File: src/design/pci_consts.svh
// constants for the port change interrupt block
`ifndef PCI_CONSTS_SVH
`define PCI_CONSTS_SVH
`define PCI_OFS_RISE     8'h00
`define PCI_OFS_FALL     8'h04
`define PCI_OFS_FLAGS    8'h08
`define PCI_OFS_CTRL     8'h0c
`define PCI_OFS_STAT     8'h10
`define PCI_OFS_MASK     8'h14
`define PCI_CTRL_MEN_BIT 0
`define PCI_CTRL_SLP_BIT 1
`define PCI_STAT_EDGE_BIT 0
`define PCI_STAT_LOST_BIT 1
`define PCI_RST_BYTE     8'h00
`define PCI_RST_CTRL     2'h0
`define PCI_RST_STAT     2'h0
`define PCI_RST_MASK     2'h0
`endif

File: src/design/pci_pkg.sv
// types for the port change interrupt block
package pci_pkg;
  typedef logic [7:0] pci_byte_t;
  typedef struct packed {
    logic      cyc;
    logic      stb;
    logic      we;
    logic [3:0] sel;
    logic [7:0] adr;
    logic [31:0] dat;
  } pci_req_t;
  typedef enum logic [0:0] {
    PCI_IDLE = 1'b0,
    PCI_ACK  = 1'b1
  } pci_bus_state_t;
endpackage

File: src/design/pci_edge_det.sv
// pin synchroniser and edge detector for eight port pins
`timescale 1ns/100ps
module pci_edge_det
  import pci_pkg::*;
(
  input  wire logic      clk_i,
  input  wire logic      rst_i,
  input  wire pci_byte_t pin_i,
  output pci_byte_t      rise_o,
  output pci_byte_t      fall_o
);
  pci_byte_t meta_reg;
  pci_byte_t sync_reg;
  pci_byte_t prev_reg;
  pci_byte_t meta_next;
  pci_byte_t sync_next;
  pci_byte_t prev_next;

  always_comb begin
    meta_next = pin_i;
    sync_next = meta_reg;
    prev_next = sync_reg;
  end

  // first stage is read only by the second stage
  always_ff @(posedge clk_i) begin
    if (rst_i) begin
      meta_reg <= 8'h00;
      sync_reg <= 8'h00;
      prev_reg <= 8'h00;
    end else begin
      meta_reg <= meta_next;
      sync_reg <= sync_next;
      prev_reg <= prev_next;
    end
  end

  assign rise_o = sync_reg & ~prev_reg;
  assign fall_o = ~sync_reg & prev_reg;
endmodule

File: src/design/pci_top.sv
// port change interrupt controller with wishbone register slave
// Notes on behaviour
// - enabled edge sets that pin's sticky flag
// - change interrupt raised only with master enable set; block interrupt is not gated by it
// - summary flag is OR of pin flags
// - writing zero clears a pin flag
// - new edge during clear keeps flag set
// - rise enable detects rising edges
// - fall enable detects falling edges
// - zero disables; enable and flag registers reset zero
// - change wakes from sleep only with enable
// - sleep edges recorded before wake completes
// - detection continues while master enable clear
// - rise and fall may be enabled together
`timescale 1ns/100ps
`include "pci_consts.svh"
module pci_top
  import pci_pkg::*;
(
  input  wire logic        clk_i,
  input  wire logic        rst_i,
  input  wire logic        cyc_i,
  input  wire logic        stb_i,
  input  wire logic        we_i,
  input  wire logic [3:0]  sel_i,
  input  wire logic [7:0]  adr_i,
  input  wire logic [31:0] dat_i,
  output logic      [31:0] dat_o,
  output logic             ack_o,
  output logic             err_o,
  input  wire pci_byte_t   pin_i,
  output logic             summary_flag_o,
  output logic             change_irq_o,
  output logic             wake_o,
  output logic             block_irq_o
);
  pci_byte_t      rise_edge_enable;
  pci_byte_t      fall_edge_enable;
  pci_byte_t      pin_change_flags;
  logic [1:0]     ctrl_reg;
  logic [1:0]     stat_reg;
  logic [1:0]     mask_reg;
  pci_bus_state_t bus_reg;
  pci_byte_t      rise_edge_enable_next;
  pci_byte_t      fall_edge_enable_next;
  pci_byte_t      pin_change_flags_next;
  logic [1:0]     ctrl_next;
  logic [1:0]     stat_next;
  logic [1:0]     mask_next;
  pci_bus_state_t bus_next;
  logic [31:0]    dat_next;
  logic           err_next;
  logic           summary_next;
  logic           irq_next;
  logic           wake_next;
  logic           blk_next;
  logic           summary_reg;
  logic           irq_reg;
  logic           wake_reg;
  logic           blk_reg;
  pci_byte_t      rise;
  pci_byte_t      fall;
  pci_byte_t      hit;
  pci_req_t       req;
  logic           take;
  logic           wr_lane0;
  logic           ack_next;
  logic           clr_wr;

  pci_edge_det u_edge (
    .clk_i  (clk_i),
    .rst_i  (rst_i),
    .pin_i  (pin_i),
    .rise_o (rise),
    .fall_o (fall)
  );

  function automatic logic mapped(input logic [7:0] a);
    mapped = (a == `PCI_OFS_RISE) || (a == `PCI_OFS_FALL) || (a == `PCI_OFS_FLAGS) ||
             (a == `PCI_OFS_CTRL) || (a == `PCI_OFS_STAT) || (a == `PCI_OFS_MASK);
  endfunction

  assign req      = '{cyc: cyc_i, stb: stb_i, we: we_i, sel: sel_i, adr: adr_i, dat: dat_i};
  assign take     = req.cyc && req.stb && (bus_reg == PCI_IDLE);
  assign wr_lane0 = take && req.we && req.sel[0];
  // detection runs whatever the master enable is
  assign hit      = (rise & rise_edge_enable) | (fall & fall_edge_enable);

  assign clr_wr   = wr_lane0 && (req.adr == `PCI_OFS_FLAGS);

  // bus answer: registered ack or err one cycle after the taking edge;
  // the PCI_ACK state during the answer cycle keeps a still-held request from being taken twice
  always_comb begin
    bus_next = PCI_IDLE;
    dat_next = 32'h0000_0000;
    err_next = 1'b0;
    ack_next = 1'b0;
    if (take) begin
      bus_next = PCI_ACK;
      err_next = !mapped(req.adr);
      ack_next = mapped(req.adr);
      if (!req.we) begin
        case (req.adr)
          `PCI_OFS_RISE:  dat_next = {24'h00_0000, rise_edge_enable};
          `PCI_OFS_FALL:  dat_next = {24'h00_0000, fall_edge_enable};
          `PCI_OFS_FLAGS: dat_next = {24'h00_0000, pin_change_flags};
          `PCI_OFS_CTRL:  dat_next = {30'h0000_0000, ctrl_reg};
          `PCI_OFS_STAT:  dat_next = {30'h0000_0000, stat_reg};
          `PCI_OFS_MASK:  dat_next = {30'h0000_0000, mask_reg};
          default:        dat_next = 32'h0000_0000;
        endcase
      end
    end
  end

  always_ff @(posedge clk_i) begin
    if (rst_i) begin
      bus_reg <= PCI_IDLE;
      dat_o   <= 32'h0000_0000;
      ack_o   <= 1'b0;
      err_o   <= 1'b0;
    end else begin
      bus_reg <= bus_next;
      dat_o   <= dat_next;
      ack_o   <= ack_next;
      err_o   <= err_next;
    end
  end

  // configuration: only byte lane 0 carries register bits
  always_comb begin
    rise_edge_enable_next = rise_edge_enable;
    fall_edge_enable_next = fall_edge_enable;
    ctrl_next             = ctrl_reg;
    mask_next             = mask_reg;
    if (wr_lane0) begin
      case (req.adr)
        `PCI_OFS_RISE:  rise_edge_enable_next = req.dat[7:0];
        `PCI_OFS_FALL:  fall_edge_enable_next = req.dat[7:0];
        `PCI_OFS_CTRL:  ctrl_next = req.dat[1:0];
        `PCI_OFS_MASK:  mask_next = req.dat[1:0];
        default:        ctrl_next = ctrl_reg;
      endcase
    end
  end

  always_ff @(posedge clk_i) begin
    if (rst_i) begin
      rise_edge_enable <= `PCI_RST_BYTE;
      fall_edge_enable <= `PCI_RST_BYTE;
      ctrl_reg         <= `PCI_RST_CTRL;
      mask_reg         <= `PCI_RST_MASK;
    end else begin
      rise_edge_enable <= rise_edge_enable_next;
      fall_edge_enable <= fall_edge_enable_next;
      ctrl_reg         <= ctrl_next;
      mask_reg         <= mask_next;
    end
  end

  // only writing zero clears; ones leave a flag as it was
  always_comb begin
    pin_change_flags_next = pin_change_flags;
    if (clr_wr) begin
      pin_change_flags_next = pin_change_flags & req.dat[7:0];
    end
    // edges set after the clear term, so the set wins
    pin_change_flags_next = pin_change_flags_next | hit;
  end

  always_ff @(posedge clk_i) begin
    if (rst_i) begin
      pin_change_flags <= `PCI_RST_BYTE;
    end else begin
      pin_change_flags <= pin_change_flags_next;
    end
  end

  // a read of status clears it, but events of this cycle survive;
  // writes to status are ignored
  always_comb begin
    stat_next = stat_reg;
    if (take && !req.we && (req.adr == `PCI_OFS_STAT)) begin
      stat_next = `PCI_RST_STAT;
    end
    if (|hit) begin
      stat_next[`PCI_STAT_EDGE_BIT] = 1'b1;
    end
    // an edge on a flag still set means software missed one change
    if (|(hit & pin_change_flags)) begin
      stat_next[`PCI_STAT_LOST_BIT] = 1'b1;
    end
  end

  always_ff @(posedge clk_i) begin
    if (rst_i) begin
      stat_reg <= `PCI_RST_STAT;
    end else begin
      stat_reg <= stat_next;
    end
  end

  // outputs come from next-state values, so they move on the same edge as the flag
  always_comb begin
    summary_next = |pin_change_flags_next;
    irq_next     = summary_next && ctrl_next[`PCI_CTRL_MEN_BIT];
    // wake follows the recorded flag, so flags lead the core restart
    wake_next    = irq_next && ctrl_next[`PCI_CTRL_SLP_BIT];
    blk_next     = |(stat_next & mask_next);
  end

  always_ff @(posedge clk_i) begin
    if (rst_i) begin
      summary_reg <= 1'b0;
      irq_reg     <= 1'b0;
      wake_reg    <= 1'b0;
      blk_reg     <= 1'b0;
    end else begin
      summary_reg <= summary_next;
      irq_reg     <= irq_next;
      wake_reg    <= wake_next;
      blk_reg     <= blk_next;
    end
  end

  assign summary_flag_o = summary_reg;
  assign change_irq_o   = irq_reg;
  assign wake_o         = wake_reg;
  assign block_irq_o    = blk_reg;
endmodule

File: config.mk
export PLATFORM = sky130hd
export DESIGN_NAME = pci_top
export DESIGN_NICKNAME = d
export VERILOG_FILES = /design/src/design/pci_pkg.sv /design/src/design/pci_edge_det.sv /design/src/design/pci_top.sv
export VERILOG_INCLUDE_DIRS = /design/src /design/src/design
export SDC_FILE = /design/constraint.sdc
export NUM_CORES = 1
export LEC_CHECK = 0
export BUFFER_PORTS_ARGS = -buffer_cell sky130_fd_sc_hd__buf_2
export CORE_ASPECT_RATIO = 1.1
export CORE_MARGIN = 4
export CORE_UTILIZATION = 47
export DETAILED_ROUTE_END_ITERATION = 7
export HOLD_SLACK_MARGIN = 0.03
export PLACE_DENSITY = 0.75
export SYNTH_ARGS = -nofsm -noshare
export SYNTH_HDL_FRONTEND = slang
export SYNTH_SLANG_ARGS = --single-unit
File: constraint.sdc
create_clock -name clk_i -period 4.92 [get_ports clk_i]
set_input_delay 0.492 -clock clk_i [delete_from_list [all_inputs] [get_ports clk_i]]
set_output_delay 0.492 -clock clk_i [all_outputs]
set_load 0.005 [all_outputs]
==> results of run 1 <==
[metal layers]
metal / GRT usage (%) / part of all wire [%] / routed length [um] / up-vias
met4: 10.5 / 2.3 / 143 / 0
li1: - / - / - / 1143
met1: 20.7 / 44 / 2730 / 1037
met3: 4.47 / 8.1 / 507 / 11
met5: 0 / 0 / 0 / -
met2: 25.6 / 46 / 2870 / 103
[cells in the mapped netlist (all sizes together), types with 5 or more instances]
master | count | area, sq um
nand3 | 12 | 60.1
clkbuf | 11 | 41.3
o22ai | 9 | 106
dfxtp | 69 | 1380
nor2b | 25 | 156
nand2 | 25 | 93.8
nor3 | 7 | 40.0
inv | 6 | 22.5
nor2 | 29 | 109
o21ai | 7 | 35.0
nand3b | 15 | 113
a222oi | 6 | 60.1
mux2i | 13 | 130
a21oi | 12 | 60.1
buf | 26 | 196
o211ai | 5 | 37.5
[worst max-delay path by stage]
stage / startpoint / endpoint / depth (start not counted)
2_1_floorplan: adr_i[5] / wake_o$_SDFF_PP0_ / 6
6_report: adr_i[4] / wake_o$_SDFF_PP0_ / 6
3_5_place_dp: adr_i[4] / wake_o$_SDFF_PP0_ / 6
4_1_cts: adr_i[4] / wake_o$_SDFF_PP0_ / 6
5_1_grt: adr_i[4] / fall_edge_enable[4]$_SDFFE_PP0P_ / 6
3_3_place_gp: adr_i[4] / wake_o$_SDFF_PP0_ / 6
[cell usage in the layout, fill, tap and decap left out, types with 2 or more instances in the layout]
cell,instances
nand3b_1,15
conb_1,24
o21ai_0,7
and2_1,2
a21boi_0,3
nand2_1,25
mux2i_1,13
nor2b_1,25
nor2_1,29
a31oi_1,3
buf_4,2
clkinvlp_4,3
and3_1,2
nor3_1,6
o22ai_2,8
o211ai_1,5
a21oi_1,12
a222oi_1,6
a22oi_1,3
and4_1,3
nand3_1,12
inv_1,6
dfxtp_1,69
buf_2,43
nand4b_1,2
nor4_1,3
clkbuf_8,9
[final cells by class]
cell class | instances | area, sq um
Tap cell | 77 | 96.3
Multi-Input combinational cell | 223 | 1350
Clock inverter | 7 | 75.1
Inverter | 6 | 22.5
Fill cell | 549 | 2600
Timing Repair Buffer | 45 | 230
Clock buffer | 9 | 124
Sequential cell | 69 | 1380
[power groups by stage]
stage,sequential (mW),clock (mW),combinational [mW]
floorplan,0.582,0,0.0417
global placement,0.583,0,0.0480
detailed placement,0.583,0,0.0491
CTS,0.570,0.467,0.0494
global route,0.571,0.486,0.0557
finish,0.570,0.454,0.0498
[logic make-up after synthesis]
family | after synthesis
simple gates | 132
buf+inv | 43
flops | 69
other cells | 1
mux | 13
compound gates | 54
[metrics by stage]
step	hold slack, ns	std cells	util, %
2_1_floorplan	0.414	335	-
3_3_place_gp	0.416	420	52.4
3_5_place_dp	0.426	420	52.4
4_1_cts	0.329	436	55.8
5_1_grt	0.340	436	55.8
6_report	0.347	436	55.8
[worst reg2reg max path, stage by stage (launching register included)]
cell       delay [ns]
dfxtp_1          0.31
nand4b_1         0.19
or4_1            0.68
o22ai_2          0.23
and4_1           0.28
a2111oi_1        0.10
==> out/results.txt, run 1 <==
GPL Wtd Cong = 0.870
Via Count = 2294
worst reg2reg setup slack = 2.97 ns
1st-pass router iterations = 7
fmax = 418 MHz
Hold Crit Depth = 2
synthesized area = 0.00290 sq mm
TritonCTS Sinks = 69
Slowest-stage cell, CP = or4_1
Ports = 95
Core Box Area = 0.00588 sq mm
initial antenna violation count = 0
CP Cell Sequence = buf_2 > or4_4 > or4_1 > o22ai_2 > and4_1 > a2111oi_1
first-pass GRT wire length = 9.94 mm
Reg clk slew, reported paths = 0.08 ns
Iteration-0 DRC Markers = 212
Final WS setup = 2.53 ns
Final Setup Violations = 0
status = complete, no violations
main combinational cell family by area after synthesis = simple AND/OR/NAND/NOR gates
Setup Total Neg Slack = 0 ns
Switching Share = 23.5%
Initial Utilization = 49.4%
Rows = 29
HP Start = pin_i[7]
register area share after synthesis = 47.6%
clock share of power = 42.3%
Die ar. = 0.00750 sq mm
leakage power = 1.27 nW
fin. max-slew vios = 0
Clock Tree Buf Depth = 2
Die W = 82.9 um
Global Route Usage Sum = 16.7%
Area growth, synth to finish = 12.9%
Finished Cell Area = 0.00328 sq mm
Max FO, Critical Path = 8
Post-CTS Setup Bufs = 0
fin nets = 411
fin crit period = 2.39 ns
clock skew = 0.00792 ns
vias per cell = 5.26
Setup WS pre-CTS = 2.19 ns
end of the worst register-to-register path = wake_o$_SDFF_PP0_
vias in the first global route = 2035
synthesized-area fraction occupied by adder cells = 0%
Int Power = 821 uW
DP HPWL = 4.36 mm
sequential share of power = 53.1%
hold crit path type = in2reg
Post-synth top flop = dfxtp_1
# hold bufs at CTS = 0
Post-synth EDFFs = 0
Synth Area in Simple Gates = 24.6%
Skew-Pair Late Insertion Delay = 0.34 ns
placed cell area = 0.00308 sq mm
FF+latch count, synth = 69
mux share of post-synthesis cell area = 4.48%
Worst Path Required = 5.10 ns
FF-to-FF path depth = 5
CP max stage delay = 0.78 ns
CTS root buf = clkbuf_8
routed length per instance = 14.3 um
Switch Pwr = 253 uW
Tot Pwr = 1.07 mW
Slew @ Worst Pin = 1.01 ns
ys async rst share = 0%
Final Hold Vio Count = 0
Top Family by Delay on Critical Path = simple AND/OR/NAND/NOR gates
H-Tree Depth = 3
Resize count post-CTS = 0
synthesized instance count = 312
CTS tree = yes
Mean Syn Cell Area = 9.31 sq um
hold endpoint = u_edge.meta_reg[7]$_SDFF_PP0_
Crit Path Class = in2reg
Tcrit/Tclk final = 48.6%
RSZ-0062 raised after global routing = no
Antenna Cells = 0
worst flop-to-flop path startpoint = bus_reg$_SDFF_PP0_
largest net degree at the start of global routing = 60
layout cell share with drive strength beyond 1 = 20.1%
startpoint class of the critical path = primary input
Comb pwr share = 4.6%
DRC Markers = 0
post-synthesis compound-gate area fraction = 14.3%
Routed WL = 6.25 mm
Overflow after GRT = 0
power per cell area = 328 mW/mm^2
Setup crit end kind = flop
IO buf count = 43
Max transition margin = 32.7%
VDD IR max = 178 uV
yosys warns = 0
CP bufs+invs = 1
Worst Path Arrival = 2.57 ns
CTS Buf Count = 9
Final ANT Viol Nets = 0
number of distinct library cells after synthesis = 42
Post-Synth XOR/XNOR Area = 0%
die height = 90.4 um
maxcap violations = 0
Note: power is estimated with default switching activity, not from simulation.
==> run 2: changes to the inputs <==
--- a/config.mk
+++ b/config.mk
@@ -6,13 +6,14 @@
 export SDC_FILE = /design/constraint.sdc
 export NUM_CORES = 1
 export LEC_CHECK = 0
+export ABC_AREA = 1
 export BUFFER_PORTS_ARGS = -buffer_cell sky130_fd_sc_hd__buf_2
 export CORE_ASPECT_RATIO = 1.1
 export CORE_MARGIN = 4
-export CORE_UTILIZATION = 47
+export CORE_UTILIZATION = 46
 export DETAILED_ROUTE_END_ITERATION = 7
 export HOLD_SLACK_MARGIN = 0.03
-export PLACE_DENSITY = 0.75
+export PLACE_DENSITY = 0.76
 export SYNTH_ARGS = -nofsm -noshare
 export SYNTH_HDL_FRONTEND = slang
 export SYNTH_SLANG_ARGS = --single-unit
==> constraint.sdc (replaced) <==
create_clock -name clk_i -period 2.2 [get_ports clk_i]
set_input_delay 0.22 -clock clk_i [delete_from_list [all_inputs] [get_ports clk_i]]
set_output_delay 0.22 -clock clk_i [all_outputs]
set_load 0.005 [all_outputs]
==> run 2 against run 1 <==
Effect of this change: sequential power rose by 120%; hold slack got worse by 0.29 ns; flip-flop and latch count did not move; global-route usage rose by 0.21 points; via count rose by 9.2%; register-to-register slack got worse by 2.5 ns; final area rose by 4.0%; critical path depth rose by 2; non-clock buffer count did not move; clock skew fell by 0.0019 ns; sequential share of layout area fell by 1.6 points; combinational power rose to 2.8 times the previous value; critical endpoint is now rise_edge_enable[4]$_SDFFE_PP0P_; highest routed layer unchanged.
==> out/results.txt, run 2 <==
Final Hold Vio Count = 0 (unchanged)
register area share after synthesis = 46.4% (was 47.6%)
Max FO, Critical Path = 10 (was 8)
TritonCTS Sinks = 69 (unchanged)
Slowest-stage cell, CP = nor2_2 (was or4_1)
fin crit period = 1.71 ns
largest net degree at the start of global routing = 44 (was 60)
dominant cell by count in the synthesized netlist = nand2_1 (was dfxtp_1)
leakage power = 1.58 nW (was 1.27 nW)
CTS Buf Count = 9 (unchanged)
Via Count = 2505 (was 2294)
synthesized area = 0.00298 sq mm (was 0.00290 sq mm)
initial antenna violation count = 0 (unchanged)
1st-pass router iterations = 4 (was 7)
Skew-Pair Late Insertion Delay = 0.35 ns (was 0.34 ns)
DRC Markers = 0 (unchanged)
RSZ-0062 raised after global routing = no (unchanged)
status = complete, no violations (unchanged)
Die W = 84.7 um (was 82.9 um)
Setup Total Neg Slack = 0 ns (unchanged)
Tcrit/Tclk final = 77.8%
CTS tree = yes (unchanged)
Tot Pwr = 2.69 mW (was 1.07 mW)
fin. max-slew vios = 0 (unchanged)
startpoint class of the critical path = flop (was primary input)
Antenna Cells = 0 (unchanged)
Post-synth EDFFs = 0 (unchanged)
maxcap violations = 0 (unchanged)
clock skew = 0.00606 ns (was 0.00792 ns)
fin nets = 501 (was 411)
Synth area leaders = dfxtp_1 46%, nand2_1 8.8%, nor2_1 8.1% (was dfxtp_1 48%, buf_4 6.2%, nor2b_1 5.4%)
GPL Wtd Cong = 0.918 (was 0.870)
Overflow after GRT = 0 (unchanged)
Final Setup Violations = 0 (unchanged)
DR top layer = met4 (unchanged)
power per cell area = 790 mW/mm^2 (was 328 mW/mm^2)
Ports = 95 (unchanged)
H-Tree Depth = 3 (unchanged)
die height = 92.4 um (was 90.4 um)
Mean Syn Cell Area = 7.49 sq um (was 9.31 sq um)
DP HPWL = 4.43 mm (was 4.36 mm)
vias in the first global route = 2400 (was 2035)
Setup crit end kind = flop (unchanged)
Finished Cell Area = 0.00341 sq mm (was 0.00328 sq mm)
fin util = 54.7% (was 55.8%)
FF+latch count, synth = 69 (unchanged)
Global Route Usage Sum = 16.9% (was 16.7%)
worst reg2reg setup slack = 0.49 ns (was 2.97 ns)
Routed WL = 6.18 mm (was 6.25 mm)
layout cell share with drive strength beyond 1 = 19.6% (was 20.1%)
Area growth, synth to finish = 14.5% (was 12.9%)
multi-input combinational cell area = 0.00123 sq mm (was 0.00135 sq mm)
Clock Tree Buf Depth = 2 (unchanged)
most common cell after layout, fill and taps aside = nand2_1 (was dfxtp_1)
Commonest cells post-synth = 70 x nand2_1, 69 x dfxtp_1, 64 x nor2_1 (was 69 x dfxtp_1, 29 x nor2_1, 25 x nand2_1, 25 x nor2b_1, 24 x buf_4)
first-pass GRT wire length = 10.6 mm (was 9.94 mm)
vias per cell = 4.74 (was 5.26)
hold crit path type = in2reg (unchanged)
Reg clk slew, reported paths = 0.07 ns (was 0.08 ns)
met1 wire length = 2.69 mm (was 2.73 mm)
Crit Path Class = reg2reg (was in2reg)
Final ANT Viol Nets = 0 (unchanged)
Detail Route met3 WL = 426 um (was 507 um)
# hold bufs at CTS = 0 (unchanged)
Worst Path Required = 2.49 ns (was 5.10 ns)
yosys warns = 0 (unchanged)
Resize count post-CTS = 0 (unchanged)
CP Cell Sequence = inv_1 > nand3_2 > nor2_4 > inv_2 > nor2_2 > buf_4 > o21ai_0 > a21oi_1 (was buf_2 > or4_4 > or4_1 > o22ai_2 > and4_1 > a2111oi_1)
Rows = 30 (was 29)
Iteration-0 DRC Markers = 142 (was 212)
Post-CTS Setup Bufs = 0 (unchanged)
CP bufs+invs = 3 (was 1)
commonest cells after routing, fill and taps aside = 70 x nand2_1, 69 x dfxtp_1, 64 x nor2_1 (was 69 x dfxtp_1, 43 x buf_2, 29 x nor2_1)
Top Family by Delay on Critical Path = simple AND/OR/NAND/NOR gates (unchanged)
ys async rst share = 0% (unchanged)
placed cell area = 0.00316 sq mm (was 0.00308 sq mm)
CP max stage delay = 0.34 ns (was 0.78 ns)
routed length per instance = 11.7 um (was 14.3 um)
worst hold slack = 0.0564 ns (was 0.347 ns)
Die ar. = 0.00783 sq mm (was 0.00750 sq mm)
fmax = 584 MHz
Initial Utilization = 47.8% (was 49.4%)
VDD IR max = 330 uV (was 178 uV)
number of distinct library cells after synthesis = 29 (was 42)
CTS root buf = clkbuf_8 (unchanged)
Worst Path Arrival = 2.00 ns (was 2.57 ns)
IO buf count = 43 (unchanged)
Post-synth top flop = dfxtp_1 (unchanged)
synthesized instance count = 398 (was 312)
met2 routed WL = 2.88 mm (was 2.87 mm)
Yosys top cell by area = dfxtp_1 (unchanged)
FF/Latch Area = 0.00138 sq mm (unchanged)
fillers = 653 (was 549)
area share of the largest cell type after synthesis = 46.4% (was 47.6%)
Core Box Area = 0.00623 sq mm (was 0.00588 sq mm)
run 2: cell types whose count changed in the layout (fill, tap and decap cells not counted), sizes merged, moves of 8 or more:
cell,before,now
nor2,29,75
o21ai,7,18
a21oi,12,22
inv,7,59
nor2b,25,0
a211oi,1,9
nand3b,15,1
nand2,25,71
mux2i,13,0
run 2: where the power goes:
group	internal [mW]	leakage, nW	total, mW	switching [mW]
sequential	1.27	0.561	1.28	0.0104
combinational	0.0477	0.902	0.140	0.0922
clock	0.781	0.119	1.27	0.489
total	2.10	1.58	2.69	0.591
run 2: path summary, 6_finish.rpt:
path / start / end / depth (start not counted)
max: bus_reg$_SDFF_PP0_ / rise_edge_enable[4]$_SDFFE_PP0P_ / 8
min: pin_i[4] / u_edge.meta_reg[4]$_SDFF_PP0_ / 3
max reg2reg: bus_reg$_SDFF_PP0_ / rise_edge_enable[4]$_SDFFE_PP0P_ / 8
min reg2reg: u_edge.meta_reg[1]$_SDFF_PP0_ / u_edge.prev_next[1]$_SDFF_PP0_ / 2
run 2: kinds of logic (layout without fill, tap and decap cells):
family | Yosys count | in the layout | synth area share (%)
compound gates | 61 | 61 | 12.3
buf+inv | 92 | 120 | 15.2
flops | 69 | 69 | 46.4
other cells | 1 | 24 | 0.126
simple gates | 175 | 175 | 26.0
run 2: routing by layer:
| metal | vias to the layer above | track usage, % |
|---|---|---|
| li1 | 1295 | - |
| met1 | 1122 | 19.8 |
| met2 | 70 | 28.1 |
| met3 | 18 | 5.34 |
| met4 | 0 | 7.92 |
| met5 | - | 0 |
run 2: worst min-delay path, delay by kind of cell:
kind	cells	cell delay (ns)
buffers and inverters	2	0.10
and+or+nand+nor	1	0.06
run 2: per-stage QoR:
stage	worst slack (ns)	instances
after floorplan	0.881	421
after CTS	0.491	529
final	0.488	529
after detailed placement	0.461	513
after global placement	0.497	513
after global routing	0.340	529
run 2: area by class of cell:
type	count	share of cell area, %
sequential	69	40.5
multi-input combinational	260	36.1
timing repair buffer	45	6.75
inverter	59	6.49
clock buffer	10	4.04
clock inverter	6	3.23
tap	80	2.93
